--- src/shared/cpc_consts.vh ---
`ifndef CPC_CONSTS_VH
`define CPC_CONSTS_VH
// Operation
// - reset bit resets port machines, then self-clears
// - loopback returns mac transmit data to receive
// - loopback drops link, uses mac-side speed
// - speed pair msb/lsb: 10 gig, 00 ten
// - speed and aneg writes wait for apply event
// - forced gigabit still negotiates, single advert
// - aneg enable bit, hardware reset value one
// - power down is or of two bits
// - power-down exit does reset and restart
// - power down keeps mac interface if asked
// - restart self-clears, also follows every reset
// ------------------------------------------------------------
// register offsets
// ------------------------------------------------------------
`define CPC_ADDR_W 5
`define CPC_OFS_CONTROL 5'h00
`define CPC_OFS_AUX 5'h01
`define CPC_OFS_STATUS 5'h02
// ------------------------------------------------------------
// control register fields
// ------------------------------------------------------------
`define CPC_BIT_RESET 15
`define CPC_BIT_LOOP 14
`define CPC_BIT_SPD_LSB 13
`define CPC_BIT_ANEG 12
`define CPC_BIT_PDOWN 11
`define CPC_BIT_ISOLATE 10
`define CPC_BIT_RESTART 9
`define CPC_BIT_DUPLEX 8
`define CPC_BIT_SPD_MSB 6
// ------------------------------------------------------------
// aux register fields
// ------------------------------------------------------------
`define CPC_BIT_PDOWN2 0
`define CPC_BIT_KEEP_MAC 1
`define CPC_BIT_LB_SPD_LSB 2
`define CPC_BIT_LB_SPD_MSB 3
// ------------------------------------------------------------
// status register fields
// ------------------------------------------------------------
`define CPC_BIT_ST_SPD_LSB 0
`define CPC_BIT_ST_SPD_MSB 1
`define CPC_BIT_ST_ANEG 2
`define CPC_BIT_ST_DUPLEX 3
`define CPC_BIT_ST_RUN 4
`define CPC_BIT_ST_PDOWN 5
`define CPC_BIT_ST_BUSY 6
`define CPC_BIT_ST_FORCED 7
// ------------------------------------------------------------
// reset values and encodings
// ------------------------------------------------------------
`define CPC_RST_SPD 2'h2
`define CPC_RST_ANEG 1'h1
`define CPC_RST_DUPLEX 1'h1
`define CPC_RST_LB_SPD 2'h2
`define CPC_SPD_1000 2'h2
`define CPC_SPD_10 2'h0
`define CPC_SPD_RSVD 2'h3
`define CPC_SW_RESET_CYCLES 8
`endif
--- src/design/cpc_loop_mux.v ---
// mac-facing data path: loopback turn-around and isolation
module cpc_loop_mux #(
    parameter DW = 8
) (
    input wire clk,
    input wire rst,
    input wire ce,
    input wire loop_on,
    input wire isolate_on,
    input wire mac_off,
    input wire [DW-1:0] mac_txd,
    input wire mac_tx_en,
    input wire [DW-1:0] line_rxd,
    input wire line_rx_dv,
    output reg [DW-1:0] mac_rxd,
    output reg mac_rx_dv,
    output reg mac_rx_oe,
    output reg [DW-1:0] line_txd,
    output reg line_tx_en
);
    wire tx_ok;

    assign tx_ok = mac_tx_en & ~isolate_on & ~mac_off;

    always @(posedge clk) begin
        if (rst) begin
            mac_rxd <= {DW{1'b0}};
            mac_rx_dv <= 1'b0;
            mac_rx_oe <= 1'b0;
            line_txd <= {DW{1'b0}};
            line_tx_en <= 1'b0;
        end else if (ce) begin
            mac_rx_oe <= ~isolate_on & ~mac_off;
            if (loop_on) begin
                mac_rxd <= tx_ok ? mac_txd : {DW{1'b0}};
                mac_rx_dv <= tx_ok;
                line_txd <= {DW{1'b0}};
                line_tx_en <= 1'b0;
            end else begin
                mac_rxd <= (isolate_on | mac_off) ? {DW{1'b0}} : line_rxd;
                mac_rx_dv <= line_rx_dv & ~isolate_on & ~mac_off;
                line_txd <= tx_ok ? mac_txd : {DW{1'b0}};
                line_tx_en <= tx_ok;
            end
        end
    end
endmodule

--- src/design/cpc_port_control.v ---
// Decided for this implementation: the strobed register port.
`include "cpc_consts.vh"

module cpc_port_control #(
    parameter DW = 8,
    parameter RESET_CYCLES = `CPC_SW_RESET_CYCLES
) (
    input wire clk,
    input wire rst,
    input wire ce,
    input wire [`CPC_ADDR_W-1:0] reg_addr,
    input wire [15:0] reg_wdata,
    input wire reg_wr,
    input wire reg_rd,
    output reg [15:0] reg_rdata,
    input wire [DW-1:0] mac_txd,
    input wire mac_tx_en,
    input wire [DW-1:0] line_rxd,
    input wire line_rx_dv,
    output wire [DW-1:0] mac_rxd,
    output wire mac_rx_dv,
    output wire mac_rx_oe,
    output wire [DW-1:0] line_txd,
    output wire line_tx_en,
    output wire port_sm_reset,
    output reg aneg_restart,
    output reg aneg_run,
    output reg adv_1000_only,
    output reg adv_1000_full,
    output reg adv_1000_half,
    output reg [1:0] speed_active,
    output reg duplex_active,
    output reg [1:0] loop_speed,
    output reg link_enable,
    output reg core_power_down,
    output reg mac_if_power_down
);
    // ------------------------------------------------------------
    // register state
    // ------------------------------------------------------------
    reg loop_bit;
    reg isolate_bit;
    reg pdown_bit;
    reg restart_bit;
    reg [1:0] speed_pend;
    reg aneg_pend;
    reg duplex_pend;
    reg pdown2_bit;
    reg keep_mac_bit;
    reg [1:0] lb_speed;
    reg aneg_active;
    reg pd_prev;
    reg restart_req;

    wire wr_ctl;
    wire wr_aux;
    wire pd_now;
    wire pd_exit;
    wire sw_start;
    wire apply;
    wire rst_busy;
    wire rst_done;
    wire forced_gig;
    reg [1:0] next_speed;
    reg next_aneg;
    reg next_duplex;

    assign wr_ctl = reg_wr & (reg_addr == `CPC_OFS_CONTROL);
    assign wr_aux = reg_wr & (reg_addr == `CPC_OFS_AUX);

    // ------------------------------------------------------------
    // power down and apply events
    // ------------------------------------------------------------
    // either bit holds the port down; both must be clear to leave
    assign pd_now = pdown_bit | pdown2_bit;
    assign pd_exit = pd_prev & ~pd_now;
    assign sw_start = (wr_ctl & reg_wdata[`CPC_BIT_RESET]) | pd_exit;
    assign apply = sw_start | (wr_ctl & reg_wdata[`CPC_BIT_RESTART]);
    assign port_sm_reset = rst_busy;

    // pending values after this cycle's write, used when applied
    always @* begin
        next_speed = speed_pend;
        next_aneg = aneg_pend;
        next_duplex = duplex_pend;
        if (wr_ctl) begin
            next_speed = {reg_wdata[`CPC_BIT_SPD_MSB], reg_wdata[`CPC_BIT_SPD_LSB]};
            next_aneg = reg_wdata[`CPC_BIT_ANEG];
            next_duplex = reg_wdata[`CPC_BIT_DUPLEX];
        end
    end

    // ------------------------------------------------------------
    // software reset sequencer
    // ------------------------------------------------------------
    cpc_reset_seq #(
        .CYCLES(RESET_CYCLES),
        .CW(16)
    ) u_reset_seq (
        .clk(clk),
        .rst(rst),
        .ce(ce),
        .start(sw_start),
        .busy(rst_busy),
        .done(rst_done)
    );

    // ------------------------------------------------------------
    // control and aux registers
    // ------------------------------------------------------------
    always @(posedge clk) begin
        if (rst) begin
            loop_bit <= 1'b0;
            isolate_bit <= 1'b0;
            pdown_bit <= 1'b0;
            speed_pend <= `CPC_RST_SPD;
            aneg_pend <= `CPC_RST_ANEG;
            duplex_pend <= `CPC_RST_DUPLEX;
            pdown2_bit <= 1'b0;
            keep_mac_bit <= 1'b0;
            lb_speed <= `CPC_RST_LB_SPD;
            pd_prev <= 1'b0;
        end else if (ce) begin
            pd_prev <= pd_now;
            speed_pend <= next_speed;
            aneg_pend <= next_aneg;
            duplex_pend <= next_duplex;
            if (wr_ctl) begin
                loop_bit <= reg_wdata[`CPC_BIT_LOOP];
                isolate_bit <= reg_wdata[`CPC_BIT_ISOLATE];
                pdown_bit <= reg_wdata[`CPC_BIT_PDOWN];
            end
            if (wr_aux) begin
                pdown2_bit <= reg_wdata[`CPC_BIT_PDOWN2];
                keep_mac_bit <= reg_wdata[`CPC_BIT_KEEP_MAC];
                lb_speed <= {reg_wdata[`CPC_BIT_LB_SPD_MSB], reg_wdata[`CPC_BIT_LB_SPD_LSB]};
            end
            // software reset clears loopback and isolate, power down is kept
            if (sw_start) begin
                loop_bit <= 1'b0;
                isolate_bit <= 1'b0;
            end
        end
    end

    // ------------------------------------------------------------
    // active settings, taken over only on an apply event
    // ------------------------------------------------------------
    always @(posedge clk) begin
        if (rst) begin
            speed_active <= `CPC_RST_SPD;
            aneg_active <= `CPC_RST_ANEG;
            duplex_active <= `CPC_RST_DUPLEX;
        end else if (ce) begin
            if (apply) begin
                speed_active <= next_speed;
                aneg_active <= next_aneg;
                duplex_active <= next_duplex;
            end
        end
    end

    // ------------------------------------------------------------
    // negotiation restart
    // ------------------------------------------------------------
    // the request stays pending while the port is in reset or power
    // down; a new request in the clearing cycle is kept
    always @(posedge clk) begin
        if (rst) begin
            restart_bit <= 1'b0;
            restart_req <= 1'b1;
            aneg_restart <= 1'b0;
        end else if (ce) begin
            aneg_restart <= 1'b0;
            // a set on rst_done is served by the pulse below in the same cycle, so no second pulse
            if (sw_start | rst_done) begin
                restart_req <= 1'b1;
            end
            if (restart_req & ~rst_busy & ~pd_now & ~sw_start) begin
                aneg_restart <= 1'b1;
                restart_req <= 1'b0;
                restart_bit <= 1'b0;
            end
            if (wr_ctl & reg_wdata[`CPC_BIT_RESTART]) begin
                restart_bit <= 1'b1;
                restart_req <= 1'b1;
            end
        end
    end

    // ------------------------------------------------------------
    // port-level outputs
    // ------------------------------------------------------------
    assign forced_gig = ~aneg_active & (speed_active == `CPC_SPD_1000);

    always @(posedge clk) begin
        if (rst) begin
            aneg_run <= 1'b0;
            adv_1000_only <= 1'b0;
            adv_1000_full <= 1'b0;
            adv_1000_half <= 1'b0;
            loop_speed <= `CPC_RST_LB_SPD;
            link_enable <= 1'b0;
            core_power_down <= 1'b0;
            mac_if_power_down <= 1'b0;
        end else if (ce) begin
            aneg_run <= (aneg_active | forced_gig) & ~pd_now & ~rst_busy;
            adv_1000_only <= forced_gig;
            adv_1000_full <= forced_gig & duplex_active;
            adv_1000_half <= forced_gig & ~duplex_active;
            loop_speed <= loop_bit ? lb_speed : speed_active;
            link_enable <= ~loop_bit & ~pd_now & ~rst_busy;
            core_power_down <= pd_now;
            mac_if_power_down <= pd_now & ~keep_mac_bit;
        end
    end

    // ------------------------------------------------------------
    // data path
    // ------------------------------------------------------------
    cpc_loop_mux #(
        .DW(DW)
    ) u_loop_mux (
        .clk(clk),
        .rst(rst),
        .ce(ce),
        .loop_on(loop_bit),
        .isolate_on(isolate_bit),
        .mac_off(mac_if_power_down),
        .mac_txd(mac_txd),
        .mac_tx_en(mac_tx_en),
        .line_rxd(line_rxd),
        .line_rx_dv(line_rx_dv),
        .mac_rxd(mac_rxd),
        .mac_rx_dv(mac_rx_dv),
        .mac_rx_oe(mac_rx_oe),
        .line_txd(line_txd),
        .line_tx_en(line_tx_en)
    );

    // ------------------------------------------------------------
    // read back
    // ------------------------------------------------------------
    always @(posedge clk) begin
        if (rst) begin
            reg_rdata <= 16'h0000;
        end else if (ce) begin
            reg_rdata <= 16'h0000;
            if (reg_rd) begin
                case (reg_addr)
                    `CPC_OFS_CONTROL: begin
                        reg_rdata[`CPC_BIT_RESET] <= rst_busy;
                        reg_rdata[`CPC_BIT_LOOP] <= loop_bit;
                        reg_rdata[`CPC_BIT_SPD_LSB] <= speed_pend[0];
                        reg_rdata[`CPC_BIT_ANEG] <= aneg_pend;
                        reg_rdata[`CPC_BIT_PDOWN] <= pdown_bit;
                        reg_rdata[`CPC_BIT_ISOLATE] <= isolate_bit;
                        reg_rdata[`CPC_BIT_RESTART] <= restart_bit;
                        reg_rdata[`CPC_BIT_DUPLEX] <= duplex_pend;
                        reg_rdata[`CPC_BIT_SPD_MSB] <= speed_pend[1];
                    end
                    `CPC_OFS_AUX: begin
                        reg_rdata[`CPC_BIT_PDOWN2] <= pdown2_bit;
                        reg_rdata[`CPC_BIT_KEEP_MAC] <= keep_mac_bit;
                        reg_rdata[`CPC_BIT_LB_SPD_LSB] <= lb_speed[0];
                        reg_rdata[`CPC_BIT_LB_SPD_MSB] <= lb_speed[1];
                    end
                    `CPC_OFS_STATUS: begin
                        reg_rdata[`CPC_BIT_ST_SPD_LSB] <= speed_active[0];
                        reg_rdata[`CPC_BIT_ST_SPD_MSB] <= speed_active[1];
                        reg_rdata[`CPC_BIT_ST_ANEG] <= aneg_active;
                        reg_rdata[`CPC_BIT_ST_DUPLEX] <= duplex_active;
                        reg_rdata[`CPC_BIT_ST_RUN] <= aneg_run;
                        reg_rdata[`CPC_BIT_ST_PDOWN] <= pd_now;
                        reg_rdata[`CPC_BIT_ST_BUSY] <= rst_busy;
                        reg_rdata[`CPC_BIT_ST_FORCED] <= forced_gig;
                    end
                    default: begin
                        reg_rdata <= 16'h0000;
                    end
                endcase
            end
        end
    end
endmodule

--- src/design/cpc_reset_seq.v ---
`include "cpc_consts.vh"

// holds the port machines in reset for a fixed count after start
module cpc_reset_seq #(
    parameter CYCLES = `CPC_SW_RESET_CYCLES,
    parameter CW = 8
) (
    input wire clk,
    input wire rst,
    input wire ce,
    input wire start,
    output reg busy,
    output reg done
);
    reg [CW-1:0] count;

    always @(posedge clk) begin
        if (rst) begin
            busy <= 1'b0;
            done <= 1'b0;
            count <= {CW{1'b0}};
        end else if (ce) begin
            done <= 1'b0;
            if (start) begin
                busy <= 1'b1;
                count <= CYCLES[CW-1:0] - 1'b1;
            end else if (busy) begin
                if (count == {CW{1'b0}}) begin
                    busy <= 1'b0;
                    done <= 1'b1;
                end else begin
                    count <= count - 1'b1;
                end
            end
        end
    end
endmodule

--- config.mk ---
export PLATFORM = sky130hd
export DESIGN_NAME = cpc_port_control
export DESIGN_NICKNAME = d
export VERILOG_FILES = /design/src/design/cpc_loop_mux.v /design/src/design/cpc_port_control.v /design/src/design/cpc_reset_seq.v
export VERILOG_INCLUDE_DIRS = /design/src /design/src/shared
export SDC_FILE = /design/constraint.sdc
export NUM_CORES = 1
export LEC_CHECK = 0
export ABC_AREA = 1
export BUFFER_PORTS_ARGS = -buffer_cell sky130_fd_sc_hd__buf_2
export CAP_MARGIN = 20
export CORE_UTILIZATION = 49
export CTS_BUF_LIST = sky130_fd_sc_hd__clkbuf_8
export DETAILED_ROUTE_END_ITERATION = 16
export PLACE_DENSITY_LB_ADDON = 0.2
export SYNTH_ARGS = -nofsm -noshare
export SYNTH_HDL_FRONTEND = slang
export SYNTH_SLANG_ARGS = --single-unit
--- constraint.sdc ---
create_clock -name clk -period 2 [get_ports clk]
set_input_delay 0.4 -clock clk [delete_from_list [all_inputs] [get_ports clk]]
set_output_delay 0.4 -clock clk [all_outputs]
set_load 0.01 [all_outputs]
# Yosys cells after proc, flatten, opt, wreduce, memory -nomap -nowiden
# Cells that the tools add are included.
dict set report totals {
  ff_bits 80
  latchBits 0
  ramBits 0
  mem_bits_ro 0
  input_bits 44
  out_inout_bits 49
  word_cells 121
  n_memories 0
}
dict set report op_classes {
  addsub 1
  multipliers 0
  n_div 0
  n_lt_le_gt_ge 0
  eq_ne 4
  shift 0
  n_mux 35
  bitwise 36
  n_reduce_logical 13
}
# op count
set op_table {}
lappend op_table {{2-to-1 mux 16 bit} 4}
lappend op_table {{2-to-1 mux 8 bit} 5}
lappend op_table {{bitwise AND 1 bit} 21}
lappend op_table {{2-to-1 mux 1 bit} 21}
lappend op_table {{zero test 16 bit} 1}
lappend op_table {{subtractor 16 x 1 -> 16 bit, second input constant} 1}
lappend op_table {{AND reduction 2 bit} 6}
lappend op_table {{NOT 1 bit} 9}
lappend op_table {{case mux 4 bit (2 select lines)} 1}
lappend op_table {{2-to-1 mux 2 bit} 3}
lappend op_table {{OR 1 bit} 6}
lappend op_table {{nonzero test 2 bit} 3}
lappend op_table {{== test 5 x 1 -> 1 bit, second input constant} 1}
lappend op_table {{== test 5 x 2 -> 1 bit, second input constant} 1}
lappend op_table {{zero test 5 bit} 1}
lappend op_table {{AND reduction 3 bit} 1}
lappend op_table {{nonzero test 3 bit} 1}
lappend op_table {{== test 2 bit, second input constant} 1}
lappend op_table {{!= test 2 bit, second input constant} 1}
lappend op_table {{case mux 1 bit (2 select lines)} 1}

# Logic depth before layout (Yosys ltp)
# Gate-level depths: netlist (run 1).
dict set report depth {
  word_depth 8
  depth_mapped 10
  ltp_nobuf 10
}

# By module
# From an unflattened synthesis (run 1), not the netlist that was laid out.
dict set report hier_totals {
  cells_unflattened 557
  hier_area_um2 3897.5
}
# mod n_inst cells_per_inst area_each_um2 seq_area_each_um2
set by_module_without_submodules {}
lappend by_module_without_submodules {cpc_port_control 1 240 1844.3 860.8}
lappend by_module_without_submodules {cpc_reset_seq 1 191 1163.6 360.3}
lappend by_module_without_submodules {cpc_loop_mux 1 126 889.6 380.4}

# Worst setup path after synthesis (run 1)
# No wires, ideal clock.
dict set report synth_timing {
  path_type {register -> register}
  start {register u_reset_seq.count[0]}
  end {register u_reset_seq.busy}
  setup_ns 0.112
  t_arrival_ns 1.347
  required_time_ns 1.888
  setup_slack_ns 0.541
  stages_incl_launch_ff 11
  path_buffers 1
  synth_period_minus_slack_ns 1.459
  path_cell_list {dfxtp_1 -> inv_1 -> ha_1 -> nand3_1 -> nor2_1 -> nand3b_4 -> nand2_8 -> nand2_8 -> buf_8 -> o21ai_2 -> inv_1}
}
dict set report synth_via {
  elab_chain_cells 4
}
# item line
set synth_rtl {}
lappend synth_rtl {{start, declared} cpc_reset_seq.v:15} ;# reg [CW-1:0] count;
lappend synth_rtl {{start signal, assigned} cpc_reset_seq.v:21} ;# count <= {CW{1'b0}};
lappend synth_rtl {{start signal, assigned} cpc_reset_seq.v:26} ;# count <= CYCLES[CW-1:0] - 1'b1;
lappend synth_rtl {{start signal, assigned} cpc_reset_seq.v:32} ;# count <= count - 1'b1;
lappend synth_rtl {{zero test 16 bit} cpc_reset_seq.v:28} ;# if (count == {CW{1'b0}}) begin
lappend synth_rtl {{2-to-1 mux 1 bit} cpc_reset_seq.v:28}
lappend synth_rtl {{2-to-1 mux 1 bit} cpc_reset_seq.v:27} ;# end else if (busy) begin
lappend synth_rtl {{2-to-1 mux 1 bit} cpc_reset_seq.v:24} ;# if (start) begin
lappend synth_rtl {{end signal, assigned} cpc_reset_seq.v:19} ;# busy <= 1'b0;
lappend synth_rtl {{end signal, assigned} cpc_reset_seq.v:25} ;# busy <= 1'b1;
lappend synth_rtl {{end signal, assigned} cpc_reset_seq.v:29} ;# busy <= 1'b0;
lappend synth_rtl {{end, declared} cpc_reset_seq.v:12} ;# output reg busy,
# No other way between the ends.
# A chain may end at the register's enable or synchronous reset.

# Worst setup path after layout (run 1)
dict set report layout_timing {
  start {register isolate_bit}
  end {register u_loop_mux.mac_rxd[0]}
}
dict set report layout_via {
  elab_chain_cells 5
  elab_cells_between_ends 7
  cone_classes {mux: 3; bitwise: 4}
}
# item line
set layout_rtl {}
lappend layout_rtl {{start, declared} cpc_port_control.v:42} ;# reg isolate_bit;
lappend layout_rtl {{start signal, assigned} cpc_port_control.v:130} ;# isolate_bit <= reg_wdata[`CPC_BIT_ISOLATE];
lappend layout_rtl {{NOT 1 bit} cpc_loop_mux.v:23} ;# assign tx_ok = mac_tx_en & ~isolate_on & ~mac_off;
lappend layout_rtl {{bitwise AND 1 bit (2 in series)} cpc_loop_mux.v:23}
lappend layout_rtl {{2-to-1 mux 8 bit} cpc_loop_mux.v:35} ;# mac_rxd <= tx_ok ? mac_txd : {DW{1'b0}};
lappend layout_rtl {{2-to-1 mux 8 bit *} cpc_loop_mux.v:34} ;# if (loop_on) begin
lappend layout_rtl {{end signal, assigned} cpc_loop_mux.v:27} ;# mac_rxd <= {DW{1'b0}};
lappend layout_rtl {{end signal, assigned} cpc_loop_mux.v:35}
lappend layout_rtl {{end signal, assigned} cpc_loop_mux.v:40} ;# mac_rxd <= (isolate_on | mac_off) ? {DW{1'b0}} : line_rxd;
lappend layout_rtl {{end, declared} cpc_loop_mux.v:15} ;# output reg [DW-1:0] mac_rxd,
# Every way passes the cells marked *; elsewhere a longest branch is shown, timed or not.

==> results of run 1 <==
## layer usage
layer,global-route usage (%),wire (µm),share of wire [%]
met1,34.3,4640,47
met2,38.5,4340,44
met3,4.63,675,6.9
met4,10.2,120,1.2
met5,0,0,0
## area by class of cell
class                   instances  area [µm²]
repair buffers                100         528
clock buffers                   9         124
multi-input cells             384        1930
fillers                       722        2890
clock inverters                 7        55.1
inverters                      42         158
well taps                      99         124
flip-flops and latches         80        1600
## cells by family after synthesis
group                      after synthesis  share of synthesized area [%]
and+or+nand+nor                        277                           33.7
DFF                                     80                           42.0
xor gates and xnor gates                 5                           1.15
buffers and inverters                   67                           7.54
AOI/OAI and AO/OA                      100                           15.0
adders and majority gates                2                          0.655
## final timing paths
kind	start	endpoint	slack, ns
setup / recovery	isolate_bit$_SDFFE_PP0P_	u_loop_mux.mac_rxd[0]$_SDFFE_PP0P_	0.35
hold / removal	reg_wdata[3]	lb_speed[1]$_SDFFE_PP1P_	0.24
setup reg to reg	isolate_bit$_SDFFE_PP0P_	u_loop_mux.mac_rxd[0]$_SDFFE_PP0P_	0.35
hold reg to reg	u_loop_mux.line_txd[6]$_SDFFE_PP0P_	u_loop_mux.line_txd[6]$_SDFFE_PP0P_	0.47
## worst register-to-register path, delay by kind of cell (launching register included)
kind | cells | cell delay, ns
compound gates | 1 | 0.15
simple gates | 4 | 1.09
flops | 1 | 0.34
## cell usage in the layout (no fill, tap or decap), drive strengths merged, types with 2 or more instances in the layout
cell type  netlist  layout
nand2          144     144
buf             13     100
dfxtp           80      80
nor2            67      67
a21oi           58      58
nand3           52      52
inv             42      44
o21ai           24      24
nand4           11      11
a31oi            9       9
clkbuf          12       9
a32oi            4       4
xnor2            3       3
clkinv           0       3
xor2             2       2
a211oi           2       2
ha               2       2
clkinvlp         0       2
## where the power goes
group          switching, mW  total, mW  internal (mW)
registers             0.0268       1.66           1.63
logic                  0.212      0.336          0.124
clock network          0.635       1.10          0.461
total                  0.873       3.09           2.22
## metrics by stage
stage | setup WS [ns] | cell area (µm²)
after floorplan | 0.541 | 3820
after global placement | 0.301 | 4340
after detailed placement | 0.232 | 4340
after CTS | 0.361 | 4520
after global routing | 0.194 | 4520
final | 0.354 | 4520
## Yosys cell counts, drive strengths merged
cell type / instances / area share [%]
nand2: 144 / 17
dfxtp: 80 / 42
nor2: 67 / 7.3
a21oi: 58 / 8.4
nand3: 52 / 7.1
inv: 42 / 4.1
o21ai: 24 / 3.2
buf: 13 / 2.2
clkbuf: 12 / 1.2
nand4: 11 / 1.8
a31oi: 9 / 1.5
a32oi: 4 / 0.92
xnor2: 3 / 0.69
a211oi: 2 / 0.39
ha: 2 / 0.66
xor2: 2 / 0.46
nand3b: 1 / 0.52
nor3: 1 / 0.13
nor4: 1 / 0.16
o211ai: 1 / 0.20
o21bai: 1 / 0.20
o221ai: 1 / 0.23
## flip-flops by register name, indices dropped and copies added, names as in the netlist, 2 cells and up
register / count
reg_rdata: 16
u_reset_seq.count: 16
u_loop_mux.line_txd: 8
u_loop_mux.mac_rxd: 8
lb_speed: 2
loop_speed: 2
speed_active: 2
speed_pend: 2
==> Flow_metrics.wiki, run 1 <==
{| class="wikitable"
! Metric !! Value
|-
| Final cycle utilization of the critical path || 82.3%
|-
| Final antenna diode count || 0
|-
| VDD IR max || 0.431 mV
|-
| Final-layout setup total negative slack || 0 ns
|-
| Post-DP HPWL || approximately 7000 µm
|-
| Number of global-route vias before repair || 3511
|-
| Clock transition at path regs || 0.09 ns
|-
| Postcts setup bufs || 0
|-
| Unrepaired setup endpoints after global routing || false
|-
| Post-CTS Hold Fix Bufs || 0
|-
| Layout cell share with drive strength beyond 1 || 24.4%
|-
| Final hold vios || 0
|-
| CP arrival || 1.93 ns
|-
| # rows || 31
|-
| DR vias || 3840
|-
| Max stage delay cell, worst path || nor2_1
|-
| Worst max-slew margin expressed relative to the limit || between 60% and 70%
|-
| Initial DRC count || 274
|-
| Depth of the CTS H-tree || 3
|-
| Number of input and output port buffers inserted || 89
|-
| Clock tree buffer depth || 2
|-
| Total power consumption of the routed design || 3.09 mW
|-
| Count of warnings emitted by yosys || 0
|-
| Placeable core region || roughly 7400 µm²
|-
| Floorplan die area || a little over 8000 µm²
|-
| Number of instances in the placed design || just over 700
|-
| Die X-Extent || 90.3 µm
|-
| Total power per unit cell area || between 600 and 700 nW/µm²
|-
| # DRC || 0
|-
| Number of setup violations in the final report || 0
|-
| Static leakage || 2.11 nW
|-
| Post-cts gate resize count || 0
|-
| WL final || 9770 µm
|-
| Overflow after GRT || 0
|-
| Synth Register Bits || 80
|-
| DRT antenna net count || 0
|-
| Transition time at the pin with the least slew margin || 0.512 ns
|-
| Classification of the worst-slack hold path || in2reg
|-
| Total of max-cap violations || 0
|-
| R2r worst-path depth || 5
|-
| Hold slack final || 0.244 ns
|-
| Final clock skew || 0.0103 ns
|-
| CTS Root Cell || clkbuf_8
|-
| Area of the mapped netlist || 3820 µm²
|-
| Number of placed I/O pins || 93
|-
| Global-route wire length before repair || 16500 µm
|-
| Cells along the critical path || nor2_1 > nand2_1 > nor2_1 > nand2_1 > a31oi_1
|-
| Required time of the worst setup path || roughly 2.3 ns
|-
| Maximum cell stage delay along the critical path || 0.43 ns
|-
| Average wire per cell in the routed design || 13.6 µm
|-
| Number of cells produced by synthesis || 531
|-
| Growth of design area from synthesis to finish || 18.4%
|-
| Fmax || 607 MHz
|-
| Crit path buf inv count || 0
|-
| Final Util || 61.0%
|-
| Number of buffers inserted during clock tree synthesis || 9
|-
| Number of antenna violations at the first check in global routing || 0
|-
| Initial standard-cell utilization of the core || 51.5%
|-
| Distinct cell type count of the synthesized netlist || 33
|-
| Result of the run || completed
|-
| Die boundary height || 90.3 µm
|-
| Clock insertion delay at the later pin of the skew report || 0.35 ns
|-
| CP max FO || 8
|-
| Count of clock tree sinks || 80
|-
| Seq/Total Area, Yosys || 42.0%
|-
| Maximum number of pins on one net before global-route repair || 27
|-
| Post-Layout Cell Count || 721
|-
| Detailed-router iteration count before antenna repair || 5
|-
| CTS tree || yes
|-
| Clock period minus worst slack || 1.65 ns
|-
| Number of stages on the worst hold path || 3
|-
| Critical path start-end classification || reg2reg
|-
| Global-route usage over all layers || 24.9%
|-
| Post-layout nets || 663
|-
| Count of pins over their slew limit || 0
|-
| Setup crit start kind || flop
|-
| CP endpoint kind || flop
|-
| Synth Area per Inst || 7.19 µm²
|-
| Weighted congestion reported at the end of routability-driven placement || a little over 0.8
|-
| Number of vias per cell || 5.33
|-
| Synth Net Count || 577
|-
| Number of gates on the worst path with buffers counted || 5
|-
| Cell family with most CP delay || simple AND/OR/NAND/NOR gates
|}
No activity file was read; power rests on OpenSTA's default activity.
==> inputs of run 2 (changes only) <==
==> constraint.sdc (replaced) <==
create_clock -name clk -period 1.6 [get_ports clk]
set_input_delay 0.32 -clock clk [delete_from_list [all_inputs] [get_ports clk]]
set_output_delay 0.32 -clock clk [all_outputs]
set_load 0.01 [all_outputs]
==> run 2 against run 1 <==
Compared with the run above: global-route usage about the same; final area is 4.3% higher; power up 40%; combinational power increased by 32%; largest power group unchanged; sequential cell count unchanged; clock skew is 0.00071 ns lower; clock power increased by 65%; sequential power rose by 25%; hold slack worse by 0.061 ns; critical path depth increased by 4.
==> Flow_metrics.wiki, run 2 (synthesis gave the netlist of run 1 again) <==
{| class="wikitable"
! Metric !! Value
|-
| Result of the run || completed
|-
| Worst R2R Start || u_reset_seq.count[0]$_SDFFE_PP0P_
|-
| Final-layout setup total negative slack || 0 ns (unchanged)
|-
| CP max FO || 9 (+1)
|-
| Global-route usage over all layers || 25.0% (about the same)
|-
| Die boundary height || 90.3 µm (unchanged)
|-
| DRT antenna net count || 0 (unchanged)
|-
| Initial DRC count || 257 (-6.2%)
|-
| Classification of the worst-slack hold path || in2reg
|-
| DR vias || 3920 (+2.1%)
|-
| Detailed-router iteration count before antenna repair || 6 (+1)
|-
| Final hold vios || 0 (unchanged)
|-
| CP endpoint kind || flop
|-
| Final cycle utilization of the critical path || 93.3% (+11 points)
|-
| R2R Path End || u_reset_seq.count[3]$_SDFFE_PP0P_
|-
| Number of antenna violations at the first check in global routing || 0 (unchanged)
|-
| Total power consumption of the routed design || 4.33 mW (+40%)
|-
| Top Registers || reg_rdata x16, u_reset_seq.count x16
|-
| Static leakage || 2.23 nW (+5.8%)
|-
| Number of global-route vias before repair || 3620 (+3.1%)
|-
| Post-layout nets || 676 (+2.0%)
|-
| # DRC || 0 (unchanged)
|-
| CP arrival || 1.73 ns (-0.20 ns)
|-
| Overflow after GRT || 0 (unchanged)
|-
| Clock tree buffer depth || 2 (unchanged)
|-
| Post-DP HPWL || 7150 µm (+2.4%)
|-
| Growth of design area from synthesis to finish || 23.4%
|-
| Maximum number of pins on one net before global-route repair || 50 (+85%)
|-
| Commonest non-fill, non-tap cells in the layout || nand2_1 (128), buf_2 (89), dfxtp_1 (80), nor2_1 (58), nand3_1 (51)
|-
| Average wire per cell in the routed design || 13.8 µm (+1.9%)
|-
| Worst max-slew margin expressed relative to the limit || 73.9% (+8.1 points)
|-
| Total of max-cap violations || 0 (unchanged)
|-
| Postcts setup bufs || 0 (unchanged)
|-
| Area taken by multi-input logic gates || 1960 µm² (+1.8%)
|-
| Count of clock tree sinks || 80 (unchanged)
|-
| Required time of the worst setup path || 1.84 ns (-0.44 ns)
|-
| Count of fill cells added during filler insertion || 695 (-3.7%)
|-
| Critical path launch point || u_reset_seq.count[0]$_SDFFE_PP0P_
|-
| Count of pins over their slew limit || 0 (unchanged)
|-
| Most common library cell in the layout ignoring fill and taps || nand2_1
|-
| Final clock skew || 0.00957 ns (-0.000709 ns)
|-
| Register Area || 1600 µm² (unchanged)
|-
| Unrepaired setup endpoints after global routing || false
|-
| Clock insertion delay at the later pin of the skew report || 0.35 ns (about the same)
|-
| Total power per unit cell area || 919 nW/µm² (+34%)
|-
| Initial standard-cell utilization of the core || 51.5% (unchanged)
|-
| R2r worst-path depth || 9 (+4)
|-
| Global-route wire length before repair || 16500 µm (unchanged)
|-
| Setup crit start kind || flop
|-
| Number of setup violations in the final report || 0 (unchanged)
|-
| Number of buffers inserted during clock tree synthesis || 9 (unchanged)
|-
| Transition time at the pin with the least slew margin || 0.391 ns (-0.121 ns)
|-
| Placeable core region || 7410 µm² (unchanged)
|-
| Number of vias per cell || 5.34 (+0.28%)
|-
| Clock period minus worst slack || 1.49 ns (-0.153 ns)
|-
| Worst reg2reg setup slack || 0.11 ns (-0.25 ns)
|-
| Number of placed I/O pins || 93 (unchanged)
|-
| VDD IR max || 0.456 mV (+5.7%)
|-
| Critical path start-end classification || reg2reg
|-
| Clock transition at path regs || 0.09 ns (about the same)
|-
| CTS Root Cell || clkbuf_8
|-
| Layout cell share with drive strength beyond 1 || 26.3% (+1.9 points)
|-
| Final cell area excluding filler cells || 4710 µm² (+4.3%)
|-
| CTS tree || yes
|-
| Final antenna diode count || 0 (unchanged)
|-
| Area after detailed placement || 4430 µm² (+2.2%)
|-
| WL final || 10100 µm (+3.8%)
|-
| Final Util || 63.6% (+2.6 points)
|-
| Post-CTS Hold Fix Bufs || 0 (unchanged)
|-
| Fmax || 670 MHz (+10%)
|-
| Number of input and output port buffers inserted || 89 (unchanged)
|-
| Depth of the CTS H-tree || 3 (unchanged)
|-
| # rows || 31 (unchanged)
|-
| End point of the critical path || u_reset_seq.count[3]$_SDFFE_PP0P_
|-
| Die X-Extent || 90.3 µm (unchanged)
|-
| Floorplan die area || 8150 µm² (unchanged)
|-
| Weighted congestion reported at the end of routability-driven placement || 0.822 (-0.56%)
|}
run 2: layout make-up:
type	instances	share of cell area, %
inverters	42	3.35
repair buffers	111	13.2
clock inverters	7	2.52
clock buffers	9	2.63
flip-flops and latches	80	34.0
multi-input cells	386	41.7
well taps	99	2.63
run 2: how the worst min path moves through the flow:
stage	start	to	cells past startpoint	slack, ns
3_5_place_dp	reg_rdata[12]$_SDFFE_PP0P_	reg_rdata[12]$_SDFFE_PP0P_	2	0.45
5_1_grt	reg_wdata[11]	pdown_bit$_SDFFE_PP0P_	3	0.20
3_3_place_gp	adv_1000_full$_SDFFE_PP0P_	adv_1000_full$_SDFFE_PP0P_	2	0.45
4_1_cts	reg_wdata[3]	lb_speed[1]$_SDFFE_PP1P_	3	0.17
2_1_floorplan	reg_wdata[3]	lb_speed[1]$_SDFFE_PP1P_	2	0.43
6_report	reg_wdata[3]	lb_speed[1]$_SDFFE_PP1P_	3	0.18
run 2: timing repair:
| item | CTS | global route |
|---|---|---|
| gates resized for setup | 0 | 4 |
| setup endpoints to repair | 0 | 11 |
| hold endpoints to repair | 0 | 0 |
run 2: routing by layer:
| layer | global-route usage (%) | vias up | share of wire [%] |
|---|---|---|---|
| met4 | 9.41 | 0 | 1.6 |
| met5 | 0 | - | 0 |
| met2 | 40.6 | 154 | 46 |
| li1 | - | 1952 | - |
| met3 | 6.14 | 15 | 8.1 |
| met1 | 31.9 | 1799 | 44 |
run 2: critical path: stages, from the launching register on:
cell      delay, ns
dfxtp_1        0.32
inv_1          0.09
ha_1           0.16
nand3_1        0.09
nor2_2         0.16
nand3b_4       0.15
nand2_8        0.14
nand2_4        0.13
nand2_1        0.09
a21oi_1        0.05
run 2: through the flow:
step,setup WS [ns],hold WS [ns],instances
floorplan,0.141,0.433,531
global placement,0.0420,0.448,716
detailed placement,0.00290,0.452,716
CTS,0.0695,0.171,732
global route,0.00738,0.200,734
finish,0.107,0.183,734
run 2: report_power, final:
part           leakage, nW  switching, mW  total (mW)  internal (mW)
registers            0.650         0.0338        2.07           2.04
clock network        0.122          0.771        1.81           1.04
logic                 1.46          0.272       0.444          0.172
total                 2.23           1.08        4.33           3.25
